--- src/verilog/hs_timer_pkg.sv ---
package hs_timer_pkg;
    // ==========================================
    // register offsets
    localparam logic [6:0] timer_cfg_addr = 7'h0d;
    localparam logic [6:0] shutdown_addr = 7'h10;
    localparam logic [6:0] switch_src_addr = 7'h14;
    localparam logic [6:0] fault_status_addr = 7'h70;

    // ==========================================
    // field layout
    localparam int on_lsb = 4;
    localparam int per_lsb = 0;
    localparam int ov_dis_bit = 6;
    localparam int uv_dis_bit = 5;
    localparam int rec_bit = 4;
    localparam int sw_a_lsb = 0;
    localparam int sw_b_lsb = 4;
    localparam logic [7:0] timer_cfg_mask = 8'h77;
    localparam logic [7:0] shutdown_mask = 8'h70;
    localparam logic [7:0] switch_src_mask = 8'h77;
    localparam logic [7:0] reset_value = 8'h00;

    // ==========================================
    // encodings
    localparam logic [2:0] on_low = 3'h0;
    localparam logic [2:0] on_high = 3'h6;
    localparam logic [2:0] on_reserved = 3'h7;
    localparam logic [2:0] per_reserved = 3'h7;
    localparam logic [2:0] src_off = 3'h0;
    localparam logic [2:0] src_on = 3'h1;
    localparam logic [2:0] src_first_timer = 3'h2;
    localparam logic [2:0] src_second_timer = 3'h3;
    localparam logic [2:0] src_first_duty = 3'h4;
    localparam logic [2:0] src_second_duty = 3'h5;

    // ==========================================
    // timing
    localparam int clk_hz = 20_000_000;
    localparam int tick_us = 100;
    localparam int tick_cycles = clk_hz / 1_000_000 * tick_us;
    localparam int filter_us = 16;
    localparam int filter_cycles = (clk_hz / 1_000_000 * filter_us);
    // on-time in 0.1 ms ticks, codes 1..5
    localparam logic [15:0] on_ticks_1 = 16'h0001;
    localparam logic [15:0] on_ticks_2 = 16'h0003;
    localparam logic [15:0] on_ticks_3 = 16'h000a;
    localparam logic [15:0] on_ticks_4 = 16'h0064;
    localparam logic [15:0] on_ticks_5 = 16'h00c8;
    // period in 0.1 ms ticks, codes 0..6
    localparam logic [15:0] per_ticks_0 = 16'h0064;
    localparam logic [15:0] per_ticks_1 = 16'h00c8;
    localparam logic [15:0] per_ticks_2 = 16'h01f4;
    localparam logic [15:0] per_ticks_3 = 16'h03e8;
    localparam logic [15:0] per_ticks_4 = 16'h07d0;
    localparam logic [15:0] per_ticks_5 = 16'h2710;
    localparam logic [15:0] per_ticks_6 = 16'h4e20;
endpackage

--- src/verilog/tick_divider.sv ---
`timescale 1ns/1ns
module tick_divider #(
    parameter int divide = 2000
) (
    input wire logic clk_in,
    input wire logic rst_n_in,
    input wire logic clear_in,
    output logic tick_out
);
    logic [15:0] count_reg;

    always_ff @(posedge clk_in or negedge rst_n_in) begin
        if (!rst_n_in) begin
            count_reg <= 16'h0000;
            tick_out <= 1'b0;
        end else if (clear_in || count_reg == 16'(divide - 1)) begin
            count_reg <= 16'h0000;
            tick_out <= !clear_in;
        end else begin
            count_reg <= count_reg + 16'h0001;
            tick_out <= 1'b0;
        end
    end
endmodule

--- src/verilog/wake_filter.sv ---
`timescale 1ns/1ns
module wake_filter #(
    parameter int filter_cycles = 320
) (
    input wire logic clk_in,
    input wire logic rst_n_in,
    input wire logic sample_in,
    input wire logic level_in,
    output logic wake_out
);
    logic [15:0] count_reg;
    logic busy_reg;

    // level must hold for the filter time after the on-time ends
    always_ff @(posedge clk_in or negedge rst_n_in) begin
        if (!rst_n_in) begin
            count_reg <= 16'h0000;
            busy_reg <= 1'b0;
            wake_out <= 1'b0;
        end else if (sample_in) begin
            count_reg <= 16'h0000;
            busy_reg <= 1'b1;
            wake_out <= 1'b0;
        end else if (busy_reg) begin
            if (!level_in) begin
                busy_reg <= 1'b0;
                wake_out <= 1'b0;
            end else if (count_reg == 16'(filter_cycles - 1)) begin
                busy_reg <= 1'b0;
                wake_out <= 1'b1;
            end else begin
                count_reg <= count_reg + 16'h0001;
                wake_out <= 1'b0;
            end
        end else begin
            wake_out <= 1'b0;
        end
    end
endmodule

--- src/verilog/hs_timer_ctrl.sv ---
`timescale 1ns/1ns
// Functional notes
// - on-time codes 1 to 5 select 0.1, 0.3, 1, 10 and 20 ms; code 7 is reserved.
// - on-time code 0 stops the timer and drives its switches low.
// - on-time code 6 stops the timer and drives its switches high.
// - period codes 0 to 6 select 10, 20, 50, 100, 200 ms, 1 s and 2 s; code 7 is reserved.
// - once a switch is assigned, writing a running on-time code starts the timer.
// - in restart with cyclic sensing and switches cleared, the timer settings also clear.
// - reserved bits ignore writes and read as zero.
// - shutdown bit 6 at one suppresses switch shutdown on rail overvoltage.
// - shutdown bit 5 at one suppresses switch shutdown on rail undervoltage.
// - shutdown bit 4 at one restores switches after the rail fault clears, else they stay off.
// - each switch source field selects off, on, timer 1, timer 2, duty 1 or duty 2.
// - overcurrent or overtemperature on a switch clears its source field.
// - timer and switch registers are zero after reset, soft reset and restart entry.
// - a wake input in option D samples at the end of timer 2 on-time with a 16 us filter.
module hs_timer_ctrl (
    input wire logic clk_in,
    input wire logic rst_n_in,
    input wire logic [6:0] addr_in,
    input wire logic [7:0] wdata_in,
    input wire logic wr_in,
    input wire logic rd_in,
    output logic [7:0] rdata_out,
    input wire logic soft_reset_in,
    input wire logic restart_entry_in,
    input wire logic cyclic_sense_in,
    input wire logic first_timer_in,
    input wire logic first_duty_in,
    input wire logic second_duty_in,
    input wire logic [1:0] overcurrent_in,
    input wire logic [1:0] overtemp_in,
    input wire logic rail_ov_in,
    input wire logic rail_uv_in,
    input wire logic wake_option_d_in,
    input wire logic wake_level_in,
    output logic [1:0] switch_output_out,
    output logic timer_running_out,
    output logic wake_event_out
);
    // ==========================================
    // synchronisers for pin inputs
    logic [7:0] pin_meta_reg;
    logic [7:0] pin_sync_reg;

    always_ff @(posedge clk_in or negedge rst_n_in) begin
        if (!rst_n_in) begin
            pin_meta_reg <= 8'h00;
            pin_sync_reg <= 8'h00;
        end else begin
            pin_meta_reg <= {overcurrent_in, overtemp_in, rail_ov_in, rail_uv_in,
                wake_level_in, 1'b0};
            pin_sync_reg <= pin_meta_reg;
        end
    end

    logic [1:0] oc_sync;
    logic [1:0] ot_sync;
    logic ov_sync;
    logic uv_sync;
    logic wake_sync;
    assign oc_sync = pin_sync_reg[7:6];
    assign ot_sync = pin_sync_reg[5:4];
    assign ov_sync = pin_sync_reg[3];
    assign uv_sync = pin_sync_reg[2];
    assign wake_sync = pin_sync_reg[1];

    // ==========================================
    // registers
    logic [7:0] timer_cfg_reg;
    logic [7:0] shutdown_reg;
    logic [7:0] switch_src_reg;
    logic [2:0] on_code;
    logic [2:0] per_code;
    logic [1:0] clear_sw;
    logic wr_timer;
    logic wr_shut;
    logic wr_sw;
    logic wipe;

    assign on_code = timer_cfg_reg[hs_timer_pkg::on_lsb +: 3];
    assign per_code = timer_cfg_reg[hs_timer_pkg::per_lsb +: 3];
    assign wr_timer = wr_in && addr_in == hs_timer_pkg::timer_cfg_addr;
    assign wr_shut = wr_in && addr_in == hs_timer_pkg::shutdown_addr;
    assign wr_sw = wr_in && addr_in == hs_timer_pkg::switch_src_addr;
    assign clear_sw = oc_sync | ot_sync;
    assign wipe = soft_reset_in || restart_entry_in;

    function automatic logic uses_second_timer(input logic [7:0] src);
        uses_second_timer =
            src[hs_timer_pkg::sw_a_lsb +: 3] == hs_timer_pkg::src_second_timer ||
            src[hs_timer_pkg::sw_b_lsb +: 3] == hs_timer_pkg::src_second_timer;
    endfunction

    always_ff @(posedge clk_in or negedge rst_n_in) begin
        if (!rst_n_in) begin
            timer_cfg_reg <= hs_timer_pkg::reset_value;
        end else if (wipe) begin
            timer_cfg_reg <= hs_timer_pkg::reset_value;
        end else if (wr_timer) begin
            timer_cfg_reg <= wdata_in & hs_timer_pkg::timer_cfg_mask;
        end
    end

    always_ff @(posedge clk_in or negedge rst_n_in) begin
        if (!rst_n_in) begin
            shutdown_reg <= hs_timer_pkg::reset_value;
        end else if (soft_reset_in) begin
            shutdown_reg <= hs_timer_pkg::reset_value;
        end else if (wr_shut) begin
            shutdown_reg <= wdata_in & hs_timer_pkg::shutdown_mask;
        end
    end

    // fault clear wins over a same-cycle write
    always_ff @(posedge clk_in or negedge rst_n_in) begin
        if (!rst_n_in) begin
            switch_src_reg <= hs_timer_pkg::reset_value;
        end else if (wipe) begin
            switch_src_reg <= hs_timer_pkg::reset_value;
        end else begin
            switch_src_reg <= (wr_sw ? wdata_in & hs_timer_pkg::switch_src_mask
                : switch_src_reg) & ~{1'b0, {3{clear_sw[1]}}, 1'b0, {3{clear_sw[0]}}};
        end
    end

    // ==========================================
    // register read
    always_ff @(posedge clk_in or negedge rst_n_in) begin
        if (!rst_n_in) begin
            rdata_out <= 8'h00;
        end else if (rd_in) begin
            unique case (addr_in)
                hs_timer_pkg::timer_cfg_addr: rdata_out <= timer_cfg_reg;
                hs_timer_pkg::shutdown_addr: rdata_out <= shutdown_reg;
                hs_timer_pkg::switch_src_addr: rdata_out <= switch_src_reg;
                hs_timer_pkg::fault_status_addr:
                    rdata_out <= {2'h0, ov_sync, uv_sync, oc_sync, ot_sync};
                default: rdata_out <= 8'h00;
            endcase
        end else begin
            rdata_out <= 8'h00;
        end
    end

    // ==========================================
    // second cyclic timer
    logic tick;
    logic running;
    logic [15:0] tick_count_reg;
    logic [15:0] on_ticks;
    logic [15:0] per_ticks;
    logic timer_level_reg;
    logic on_end_reg;

    always_comb begin
        unique case (on_code)
            3'h1: on_ticks = hs_timer_pkg::on_ticks_1;
            3'h2: on_ticks = hs_timer_pkg::on_ticks_2;
            3'h3: on_ticks = hs_timer_pkg::on_ticks_3;
            3'h4: on_ticks = hs_timer_pkg::on_ticks_4;
            3'h5: on_ticks = hs_timer_pkg::on_ticks_5;
            default: on_ticks = 16'h0000;
        endcase
        unique case (per_code)
            3'h0: per_ticks = hs_timer_pkg::per_ticks_0;
            3'h1: per_ticks = hs_timer_pkg::per_ticks_1;
            3'h2: per_ticks = hs_timer_pkg::per_ticks_2;
            3'h3: per_ticks = hs_timer_pkg::per_ticks_3;
            3'h4: per_ticks = hs_timer_pkg::per_ticks_4;
            3'h5: per_ticks = hs_timer_pkg::per_ticks_5;
            3'h6: per_ticks = hs_timer_pkg::per_ticks_6;
            default: per_ticks = 16'h0000;
        endcase
    end

    // runs only with a running on-time, a valid period and an assigned switch
    assign running = on_ticks != 16'h0000 && per_code != hs_timer_pkg::per_reserved &&
        uses_second_timer(switch_src_reg);

    tick_divider #(
        .divide(hs_timer_pkg::tick_cycles)
    ) u_tick (
        .clk_in(clk_in),
        .rst_n_in(rst_n_in),
        .clear_in(!running),
        .tick_out(tick)
    );

    always_ff @(posedge clk_in or negedge rst_n_in) begin
        if (!rst_n_in) begin
            tick_count_reg <= 16'h0000;
        end else if (!running) begin
            tick_count_reg <= 16'h0000;
        end else if (tick) begin
            tick_count_reg <= (tick_count_reg >= per_ticks - 16'h0001) ? 16'h0000
                : tick_count_reg + 16'h0001;
        end
    end

    always_ff @(posedge clk_in or negedge rst_n_in) begin
        if (!rst_n_in) begin
            timer_level_reg <= 1'b0;
            on_end_reg <= 1'b0;
        end else begin
            if (on_code == hs_timer_pkg::on_high) begin
                timer_level_reg <= 1'b1;
            end else if (!running) begin
                timer_level_reg <= 1'b0;
            end else begin
                timer_level_reg <= tick_count_reg < on_ticks;
            end
            on_end_reg <= running && tick && tick_count_reg == on_ticks - 16'h0001;
        end
    end

    // ==========================================
    // rail fault shutdown with optional recovery
    logic rail_fault;
    logic latched_off_reg;
    logic [1:0] sw_level;

    assign rail_fault = (ov_sync && !shutdown_reg[hs_timer_pkg::ov_dis_bit]) ||
        (uv_sync && !shutdown_reg[hs_timer_pkg::uv_dis_bit]);

    always_ff @(posedge clk_in or negedge rst_n_in) begin
        if (!rst_n_in) begin
            latched_off_reg <= 1'b0;
        end else if (rail_fault && !shutdown_reg[hs_timer_pkg::rec_bit]) begin
            latched_off_reg <= 1'b1;
        end else if (wr_sw || wipe) begin
            latched_off_reg <= 1'b0;
        end
    end

    generate
        for (genvar i = 0; i < 2; i++) begin : g_sw
            always_comb begin
                unique case (switch_src_reg[i * 4 +: 3])
                    hs_timer_pkg::src_on: sw_level[i] = 1'b1;
                    hs_timer_pkg::src_first_timer: sw_level[i] = first_timer_in;
                    hs_timer_pkg::src_second_timer: sw_level[i] = timer_level_reg;
                    hs_timer_pkg::src_first_duty: sw_level[i] = first_duty_in;
                    hs_timer_pkg::src_second_duty: sw_level[i] = second_duty_in;
                    default: sw_level[i] = 1'b0;
                endcase
            end
        end
    endgenerate

    always_ff @(posedge clk_in or negedge rst_n_in) begin
        if (!rst_n_in) begin
            switch_output_out <= 2'h0;
            timer_running_out <= 1'b0;
        end else begin
            switch_output_out <= (rail_fault || latched_off_reg) ? 2'h0 : sw_level;
            timer_running_out <= running;
        end
    end

    // ==========================================
    // cyclic wake sensing
    wake_filter #(
        .filter_cycles(hs_timer_pkg::filter_cycles)
    ) u_wake (
        .clk_in(clk_in),
        .rst_n_in(rst_n_in),
        .sample_in(on_end_reg && wake_option_d_in && cyclic_sense_in),
        .level_in(wake_sync),
        .wake_out(wake_event_out)
    );

    // ==========================================
    // checks
    timer_stop_a: assert property (@(posedge clk_in) disable iff (!rst_n_in)
        on_code == hs_timer_pkg::on_low |=> !timer_level_reg)
        else $error("timer level high with code zero");
    timer_high_a: assert property (@(posedge clk_in) disable iff (!rst_n_in)
        on_code == hs_timer_pkg::on_high |=> timer_level_reg)
        else $error("timer level low with code six");
    reserved_zero_a: assert property (@(posedge clk_in) disable iff (!rst_n_in)
        (timer_cfg_reg & ~hs_timer_pkg::timer_cfg_mask) == 8'h00 &&
        (switch_src_reg & ~hs_timer_pkg::switch_src_mask) == 8'h00)
        else $error("reserved bit set");
    fault_clear_a: assert property (@(posedge clk_in) disable iff (!rst_n_in)
        clear_sw[0] |=> switch_src_reg[2:0] == hs_timer_pkg::src_off)
        else $error("source not cleared on fault");
    wipe_zero_a: assert property (@(posedge clk_in) disable iff (!rst_n_in)
        wipe |=> timer_cfg_reg == 8'h00 && switch_src_reg == 8'h00)
        else $error("registers not cleared");
    ov_off_a: assert property (@(posedge clk_in) disable iff (!rst_n_in)
        ov_sync && !shutdown_reg[hs_timer_pkg::ov_dis_bit] |=> switch_output_out == 2'h0)
        else $error("switch on during overvoltage");
    uv_off_a: assert property (@(posedge clk_in) disable iff (!rst_n_in)
        uv_sync && !shutdown_reg[hs_timer_pkg::uv_dis_bit] |=> switch_output_out == 2'h0)
        else $error("switch on during undervoltage");
    run_start_a: assert property (@(posedge clk_in) disable iff (!rst_n_in)
        !uses_second_timer(switch_src_reg) |=> !timer_running_out)
        else $error("timer runs unassigned");
    period_start_a: assert property (@(posedge clk_in) disable iff (!rst_n_in)
        $rose(running) |=> timer_level_reg)
        else $error("switch not on at period start");
    run_c: cover property (@(posedge clk_in) $rose(timer_running_out));
    wake_c: cover property (@(posedge clk_in) wake_event_out);
    fault_c: cover property (@(posedge clk_in) clear_sw != 2'h0);
endmodule

--- config.mk ---
export PLATFORM = sky130hd
export DESIGN_NAME = hs_timer_ctrl
export DESIGN_NICKNAME = d
export VERILOG_FILES = /design/src/verilog/hs_timer_pkg.sv /design/src/verilog/tick_divider.sv /design/src/verilog/wake_filter.sv /design/src/verilog/hs_timer_ctrl.sv
export SDC_FILE = /design/constraint.sdc
export NUM_CORES = 1
export LEC_CHECK = 0
export BUFFER_PORTS_ARGS = -buffer_cell sky130_fd_sc_hd__buf_4
export CORE_UTILIZATION = 55
export CTS_CLUSTER_SIZE = 10
export DETAILED_ROUTE_END_ITERATION = 12
export GPL_TIMING_DRIVEN = 0
export HOLD_SLACK_MARGIN = 0.15
export PLACE_DENSITY = 0.81
export SETUP_SLACK_MARGIN = 0.1
export SYNTH_ARGS = -nofsm -noshare
export SYNTH_HDL_FRONTEND = slang
export SYNTH_SLANG_ARGS = --single-unit
--- constraint.sdc ---
create_clock -name clk_in -period 11 [get_ports clk_in]
set_clock_uncertainty 0.15 [all_clocks]
set_input_delay 1.65 -clock clk_in [delete_from_list [all_inputs] [get_ports clk_in]]
set_output_delay 1.65 -clock clk_in [all_outputs]
set_load 0.01 [all_outputs]
**After elaboration in Yosys (flattened, before gate mapping)**

Index checks and enable logic that the tools add are counted.

- Register bits: 103
- Bits of input ports: 33
- Output and inout bits: 12
- Word-level logic and storage cells: 123

- Add/sub/neg operators: 5
- Magnitude comparators: 2
- Equality and inequality tests: 32
- Multiplexer cells: 34
- Bitwise logic cells: 3
- Reductions and logical operators: 30

Operators with widths:

| operator | number |
|---|---|
| $mux W16 | 8 |
| $pmux W15 S7 | 1 |
| $mux W8 | 7 |
| $add A16 B1 Y16 const B | 3 |
| $pmux W8 S5 | 1 |
| $pmux W8 S4 | 1 |
| $sub A16 B1 Y16 const B | 2 |
| $eq A3 B3 Y1 const B | 10 |
| $eq A3 B2 Y1 const B | 8 |
| $eq A16 B11 Y1 const B | 1 |
| $eq A16 B16 Y1 | 1 |
| $eq A16 B9 Y1 const B | 1 |
| $ge A16 B16 Y1 | 1 |
| $lt A16 B16 Y1 | 1 |
| $reduce_bool A16 Y1 | 1 |
| $eq A7 B5 Y1 const B | 2 |
| $mux W1 | 13 |
| $eq A3 B1 Y1 const B | 4 |
| $logic_and A1 B1 Y1 | 12 |
| $pmux W1 S5 | 2 |
| $reduce_bool A2 Y1 | 5 |
| $and A8 B8 Y8 | 1 |
| $not A7 Y8 | 1 |
| $eq A7 B4 Y1 const B | 1 |
| other kinds (9) | 18 |

**Depth between registers and ports, before layout**

Gate-level depths: netlist of the first run.

- Depth in word-level cells: 8
- Depth in mapped cells: 16
- Gate-level depth less buffers: 13

**Hierarchy**

From an unflattened synthesis of the first run, not the netlist that was laid out.

- Cells, all modules: 580
- Area total of the unflattened synthesis: 5431.5 um2

By module, submodules not included:

| module | times used | cells an instance | area an instance (um2) | seq. area each (um2) |
|---|---|---|---|---|
| hs_timer_ctrl | 1 | 399 | 3631.0 | 1476.4 |
| wake_filter | 1 | 101 | 978.4 | 450.4 |
| tick_divider | 1 | 80 | 822.0 | 425.4 |

**Worst setup path after synthesis of the first run**

OpenSTA, ideal clock, no wires.

- Path type: reg-to-reg
- From: register timer_cfg_reg[5]
- To: register on_end_reg
- Library setup time: 0.105 ns
- Data arrival time: 3.452 ns
- Data required time: 10.745 ns
- Setup slack: 7.292 ns
- Cell stages (with the launch flop): 15
- Buffers on the path: 1
- Period minus slack after synthesis: 3.708 ns
- Cell sequence: dfrtp_1 > buf_2 > inv_1 > ha_1 > nor4b_1 > a211oi_1 > and2b_1 > and2_1 > ha_1 > xnor2_1 > or4_1 > nor4_1 > nand4_1 > nor4b_1 > nor4b_1

- Cells in the longest elaborated chain, start to end: 7
- Elaborated cells on any way between the ends: 13
- Those cells by class: add/sub (1); eq/ne (6); mux (1); reduce/logical (5)

Ends and longest elaborated chain:

| element | line | source |
|---|---|---|
| start: declaration | hs_timer_ctrl.sv:70 | `logic [7:0] timer_cfg_reg;` |
| start signal: assignment | hs_timer_ctrl.sv:97 | `timer_cfg_reg <= hs_timer_pkg::reset_value;` |
| start signal: assignment | hs_timer_ctrl.sv:99 | `timer_cfg_reg <= hs_timer_pkg::reset_value;` |
| start signal: assignment | hs_timer_ctrl.sv:101 | `timer_cfg_reg <= wdata_in & hs_timer_pkg::timer_cfg_mask;` |
| $eq A3 B3 Y1, or another cell as far along | hs_timer_ctrl.sv:157 | `unique case (on_code)` |
| $pmux W8 S5 * | hs_timer_ctrl.sv:157 |  |
| parallel branches: the longest is 4 deep, another holds $sub A16 B1 Y16 | - |  |
| $logic_and A1 B1 Y1 * | hs_timer_ctrl.sv:213 | `on_end_reg <= running && tick && tick_count_reg == on_ticks - 16'h0001;` |
| end signal: assignment | hs_timer_ctrl.sv:213 |  |
| end: declaration | hs_timer_ctrl.sv:154 | `logic on_end_reg;` |

Every way passes the cells marked *.
A chain may end at the register's enable or synchronous reset.

**Final worst setup path of the first run**

Same ends and word-level chain as after synthesis.

==> results_dict.tcl, run 1 <==
set metrics [dict create \
    outcome "complete, no violations" \
    syn2layout_area_growth_pct 13.3 \
    synth_edf_count 0 \
    vias 4465 \
    gp_congestion 0.871 \
    async_reset_ff_share_pct 100 \
    crit_path_start_kind "flop" \
    max_freq_ghz 0.222 \
    cp_slowest_stage_delay_ns 0.64 \
    synth_top_area_share_pct 44.8 \
    ctsLongestPathBuffers 2 \
    wirelength_um 12000 \
    multiInputGateArea_um2 2710 \
    grt_usage_pct 26.1 \
    ys_warn_count 0 \
    worst-path-max-fanout 10 \
    cts.htree.levels 3 \
    holdCritPathClass "flop to flop" \
    die_y_um 99.7 \
    postCtsHoldBufs 0 \
    post_cts_resized 0 \
    grt_pass1_vias 4427 \
    fin_nets 679 \
    diodes 0 \
    dp_hpwl_um 8690 \
    worst_slack_ns 6.49 \
    first_pass_iters 8 \
    crit_chain "buf_2, inv_1, ha_1, nor4b_1, a211oi_1, and2b_1, and2_1, ha_1, xnor2_1, or4_1, nor4_1, nand4_1, nor4b_1, nor4b_1" \
    whs_path_depth 0 \
    drive_gt1_share_pct 11.8 \
    dp_slack_ns 6.59 \
    seq_area_um2 2350 \
    drt-initial-drc-count 369 \
    timing.critical_path.arrival_ns 4.60 \
    synthTopCellsByCount "dfrtp_1 (94), nand2_1 (59), nor2_1 (53), nand3_1 (45), a21oi_1 (32)" \
    cpMaxStageDelayCell "nor4b_1" \
    crit_path_frequent_cell "nor4b_1" \
    via_per_inst 5.96 \
    grt_overflow_total 0 \
    syn_area_per_cell_um2 9.33 \
    clock_latency_ns 0.37 \
    cts_sinks 94 \
    cellLeakagePower_uw 0.00253 \
    vdd_drop_max_v 0.0000725 \
    drc 0 \
    drv_slew 0 \
    dp_cells 733 \
    finalCritPeriodShare_pct 41.0 \
    grt_pass1_wl_um 20700 \
    required_ns 11.08 \
    postSynthCellCount 563 \
    die_area_um2 9940 \
    drv_cap 0 \
    endpoint_kind "flop" \
    slew_headroom_pct 23.5 \
    netlist_area_um2 5250 \
    setup_tns_ns 0 \
    synth_seq_area_share_pct 44.8 \
    final_hold_viol_count 0 \
    chipWidth_um 99.7 \
    core-area_um2 9240 \
    clockRootBuffer "clkbuf_8" \
    critPathKind "flop to flop" \
    ios 45 \
    r2r_cells 14 \
    power.density_nw_per_um2 107 \
    ys_ff_latch 94 \
    grt_max_degree 95 \
    layout_min_cycle_time_ns 4.51 \
    netlist_top_cells_area "dfrtp_1 (45%), ha_1 (7.4%), xor2_1 (4.7%)" \
    yosys.area.top_type "dfrtp_1" \
    initial_utilization_pct 56.8 \
    wl_per_cell_um 16.0 \
    portBuffers 41 \
    n_fill_cell 759 \
    ys_types 58 \
    finalNonFillerCells 749 \
    clk_pin_slew_ns 0.09 \
    cts_setup_buffers 0 \
    synth_top_flop_cell "dfrtp_1" \
    synth_most_common_cell "dfrtp_1" \
    rows 35 \
    rsz0062_at_grt "no" \
    setup_violations 0 \
    antenna_found_initial 0 \
    syn_nets 627 \
    tightest_slew_ns 1.15 \
    cts_tree "done" \
    ant_nets 0 \
    cts_buffers 9 \
]
-- layer usage --
metal | vias up | track usage (%) | wire [µm]
met2 | 140 | 47.5 | 6160
met3 | 28 | 4.78 | 610
met5 | - | 0 | 0
li1 | 2095 | - | -
met1 | 2202 | 32.0 | 5000
met4 | 0 | 6.11 | 202
-- metrics by stage --
step                      util (%)  total power [µW]  hold slack (ns)  cell area, µm²
after global placement        61.9               377            0.183            5720
after detailed placement      61.9               378            0.187            5720
after global routing          64.4               656            0.211            5950
after floorplan                  -               360            0.181            5250
final                         64.4               635            0.207            5950
after CTS                     64.4               638            0.210            5950
-- power by group --
group	total (µW)	internal [µW]	switching (µW)	leakage (µW)
Sequential	350	348	1.33	0.00120
Combinational	21.4	8.49	12.9	0.00122
Clock	264	136	127	0.000115
-- worst paths after layout --
check                                  from  slack, ns              endpoint
max                        timer_cfg_reg[5]       6.49            on_end_reg
min                         pin_meta_reg[4]       0.21       pin_sync_reg[4]
max reg2reg                timer_cfg_reg[5]       6.49            on_end_reg
min reg2reg                 pin_meta_reg[4]       0.21       pin_sync_reg[4]
max in group asynchronous          rst_n_in       8.61     tick_count_reg[0]
min in group asynchronous          rst_n_in       1.36  u_wake.count_reg[10]
-- layout make-up --
class | instances | area share (%)
inverters | 26 | 1.64
plain buffers | 22 | 1.60
well taps | 129 | 2.71
multi-input cells | 421 | 45.5
repair buffers | 41 | 5.17
clock inverters | 6 | 1.56
clock buffers | 10 | 2.31
flip-flops and latches | 94 | 39.5
-- cell usage in the layout, fill, tap and decap left out, types with 7 or more instances in the layout --
cell       n
nor3_1     8
nor2_1    53
a21oi_1   32
o21ai_0   15
and3_1    17
clkbuf_8  10
inv_1     26
clkbuf_1  14
ha_1      31
nand3_1   45
dfrtp_1   94
buf_4     43
nand2b_1   7
nand2_1   59
xnor2_1   15
nor4_1     7
xor2_1    28
nand4_1   11
-- critical path: cells and delay by family, from the launching register on --
kind / cells / cell delay (ns)
XOR/XNOR: 1 / 0.13
AND/OR/NAND/NOR: 8 / 2.62
adder cells (fa/ha/maj): 2 / 0.64
flip-flops: 1 / 0.36
buffers and inverters: 2 / 0.31
AO/OA/AOI/OAI: 1 / 0.16
-- cells by family (layout without fill, tap and decap cells) --
group           count (synthesis)  in the layout  share of synthesized area (%)
simple gates                  246            246                           23.7
flops                          94             94                           44.8
compound gates                 93             93                           11.9
buf+inv                        48            105                           3.67
xor+xnor                       43             43                           7.17
fa+ha+maj                      31             31                           7.39
mux                             7              7                           1.36
other cells                     1              1                         0.0714
Power figures use the tool's default switching activity.
==> inputs of run 2 (changes only) <==
- ABC_AREA: default -> 1
- clock period: 11 -> 4.28 ns (I/O delays scaled with it)
==> results_dict.tcl, run 2 <==
set metrics [dict create \
    outcome "complete, no violations" \
    clock_latency_ns 0.37 \
    mostFrequentLayoutCells "nand2_1 (151), inv_1 (102), dfrtp_1 (94), nor2_1 (80), nand3_1 (56)" \
    postLayoutCoreUtil_pct 64.6 \
    swShare_pct 22.0 \
    vias 5262 \
    endpoint_kind "flop" \
    p_clk_share_pct 41.1 \
    die_y_um 104 \
    async_reset_ff_share_pct 100 \
    grt_util_met2_pct 43.5 \
    p_seq_share_pct 55.4 \
    grt_max_degree 95 \
    cp_slowest_stage_delay_ns 0.41 \
    max_freq_ghz 0.289 \
    grt_pass1_vias 5096 \
    rows 36 \
    portBuffers 42 \
    use_met3_pct 5.98 \
    crit_chain "clkbuf_1, inv_1, nand2_1, ha_1, nand2_1, inv_1, o21ai_0, o21ai_0, inv_1, ha_1, nand2_1, inv_1, nand3_1, a21oi_1, o21ai_0, nand2_1, inv_1, clkbuf_1, nand3_1, o21ai_1" \
    dp_hpwl_um 10100 \
    ios 45 \
    slew_headroom_pct 23.0 \
    cp.depth 20 \
    crit_path_start_kind "flop" \
    finalNonFillerCells 930 \
    setup_tns_ns 0 \
    cts_tree "done" \
    drive_gt1_share_pct 11.4 \
    final_hold_viol_count 0 \
    whs_ns 0.203 \
    yosys.area.top_type "dfrtp_1" \
    required_ns 4.43 \
    ys_warn_count 0 \
    diodes 0 \
    setup_violations 0 \
    netlist_area_um2 5700 \
    wl_per_cell_um 14.7 \
    ctsLongestPathBuffers 2 \
    grt_pass1_wl_um 23200 \
    critPathKind "flop to flop" \
    cts_buffers 9 \
    crit_path_frequent_cell "inv_1" \
    syn2layout_area_growth_pct 12.4 \
    layout_min_cycle_time_ns 3.46 \
    synthTopCellsByCount "nand2_1 (151), inv_1 (102), dfrtp_1 (94), nor2_1 (80), nand3_1 (56)" \
    fin_nets 856 \
    gp_congestion 0.945 \
    n_fill_cell 837 \
    die_area_um2 10800 \
    synth_edf_count 0 \
    vdd_drop_max_v 0.000202 \
    tightest_slew_ns 1.15 \
    drv_cap 0 \
    drv_slew 0 \
    grt_usage_pct 26.6 \
    cellLeakagePower_uw 0.00301 \
    crit_family "buffers and inverters" \
    clockRootBuffer "clkbuf_8" \
    wirelength_um 13700 \
    synth_seq_area_share_pct 41.3 \
    rsz0062_at_grt "no" \
    met1_usage_pct 33.9 \
    netlist_top_cells_area "dfrtp_1 (41%), nand2_1 (9.9%), ha_1 (6.8%)" \
    finalCritPeriodShare_pct 80.9 \
    worst-path-buf-inv 7 \
    chipWidth_um 104 \
    cts_sinks 94 \
    synth_top_area_share_pct 41.3 \
    synth_top_flop_cell "dfrtp_1" \
    clk_pin_slew_ns 0.09 \
    cpMaxStageDelayCell "clkbuf_1" \
    whs_path_depth 0 \
    p_comb_share_pct 3.5 \
    drc 0 \
    drt-initial-drc-count 409 \
    dp_cells 914 \
    ys_types 40 \
    internal_power_uw 1270 \
    placed_cell_area_um2 6180 \
    cts.htree.levels 3 \
    r2r_cells 20 \
    first_pass_iters 5 \
    power.density_nw_per_um2 254 \
    cts_setup_buffers 0 \
    postSynthCellCount 739 \
    stdcell_area_um2 6400 \
    postCtsHoldBufs 0 \
    top_usage_layer "met2" \
    core-area_um2 9910 \
    timing.critical_path.arrival_ns 3.61 \
    ant_nets 0 \
    synth_most_common_cell "nand2_1" \
    holdCritPathClass "flop to flop" \
    post_cts_resized 0 \
    grt_overflow_total 0 \
    worst-path-max-fanout 10 \
    via_per_inst 5.66 \
    power.switching_uw 357 \
    syn_nets 803 \
    initial_utilization_pct 57.5 \
    antenna_found_initial 0 \
    final_common_cell "nand2_1" \
    ys_ff_latch 94 \
    syn_area_per_cell_um2 7.71 \
]
## run 2: cell count changes after synthesis, moves of 10 or more
cell,previous run,this run
o21ai_0,15,41
clkbuf_1,14,4
o21ai_1,1,16
nor2_1,53,80
inv_1,26,102
nand2_1,59,151
nand3_1,45,56
and3_1,17,0
xnor2_1,15,2
xor2_1,28,18
## run 2: metrics by stage
step / setup WS, ns / total power [µW]
after detailed placement: 0.918 / 975
final: 0.817 / 1620
after CTS: 0.871 / 1630
after global placement: 1.02 / 973
after floorplan: 1.58 / 927
after global routing: 0.377 / 1670
## run 2: final cells by class
cell class                 count  area, µm²  area share, %
multi-input combinational    530       2890           45.2
timing repair buffer          42        315           4.92
tap                          133        166           2.60
clock buffer                  12        145           2.27
sequential                    94       2350           36.7
inverter                     108        410           6.41
clock inverter                 4       77.6           1.21
buffer                         7       42.5          0.664
## run 2: path summary, 6_finish.rpt
| path | start | end | slack [ns] |
|---|---|---|---|
| max | timer_cfg_reg[2] | tick_count_reg[1] | 0.82 |
| min | pin_meta_reg[2] | pin_sync_reg[2] | 0.20 |
| max reg2reg | timer_cfg_reg[2] | tick_count_reg[1] | 0.82 |
| min reg2reg | pin_meta_reg[2] | pin_sync_reg[2] | 0.20 |
| max in group asynchronous | rst_n_in | rdata_out[0] | 2.90 |
| min in group asynchronous | rst_n_in | switch_src_reg[5] | 0.33 |
## run 2: kinds of logic after synthesis
| kind of cell | synth area share (%) |
|---|---|
| adders and majority gates | 6.81 |
| and+or+nand+nor | 30.0 |
| AOI/OAI and AO/OA | 10.8 |
| other | 0.0658 |
| DFF | 41.3 |
| xor gates and xnor gates | 3.07 |
| buffers and inverters | 7.95 |
## run 2: power groups by stage
stage	clock network (µW)	logic, µW	registers (µW)
6_report	667	57.4	899
3_5_place_dp	0	57.7	917
5_1_grt	704	65.3	900
3_3_place_gp	0	56.1	916
2_1_floorplan	0	11.4	916
4_1_cts	674	58.3	899
## run 2: per-layer routing
metal / part of all wire (%) / vias up
met2: 47 / 229
met3: 7.2 / 43
met4: 3.0 / 0
met5: 0 / -
li1: - / 2544
met1: 43 / 2446
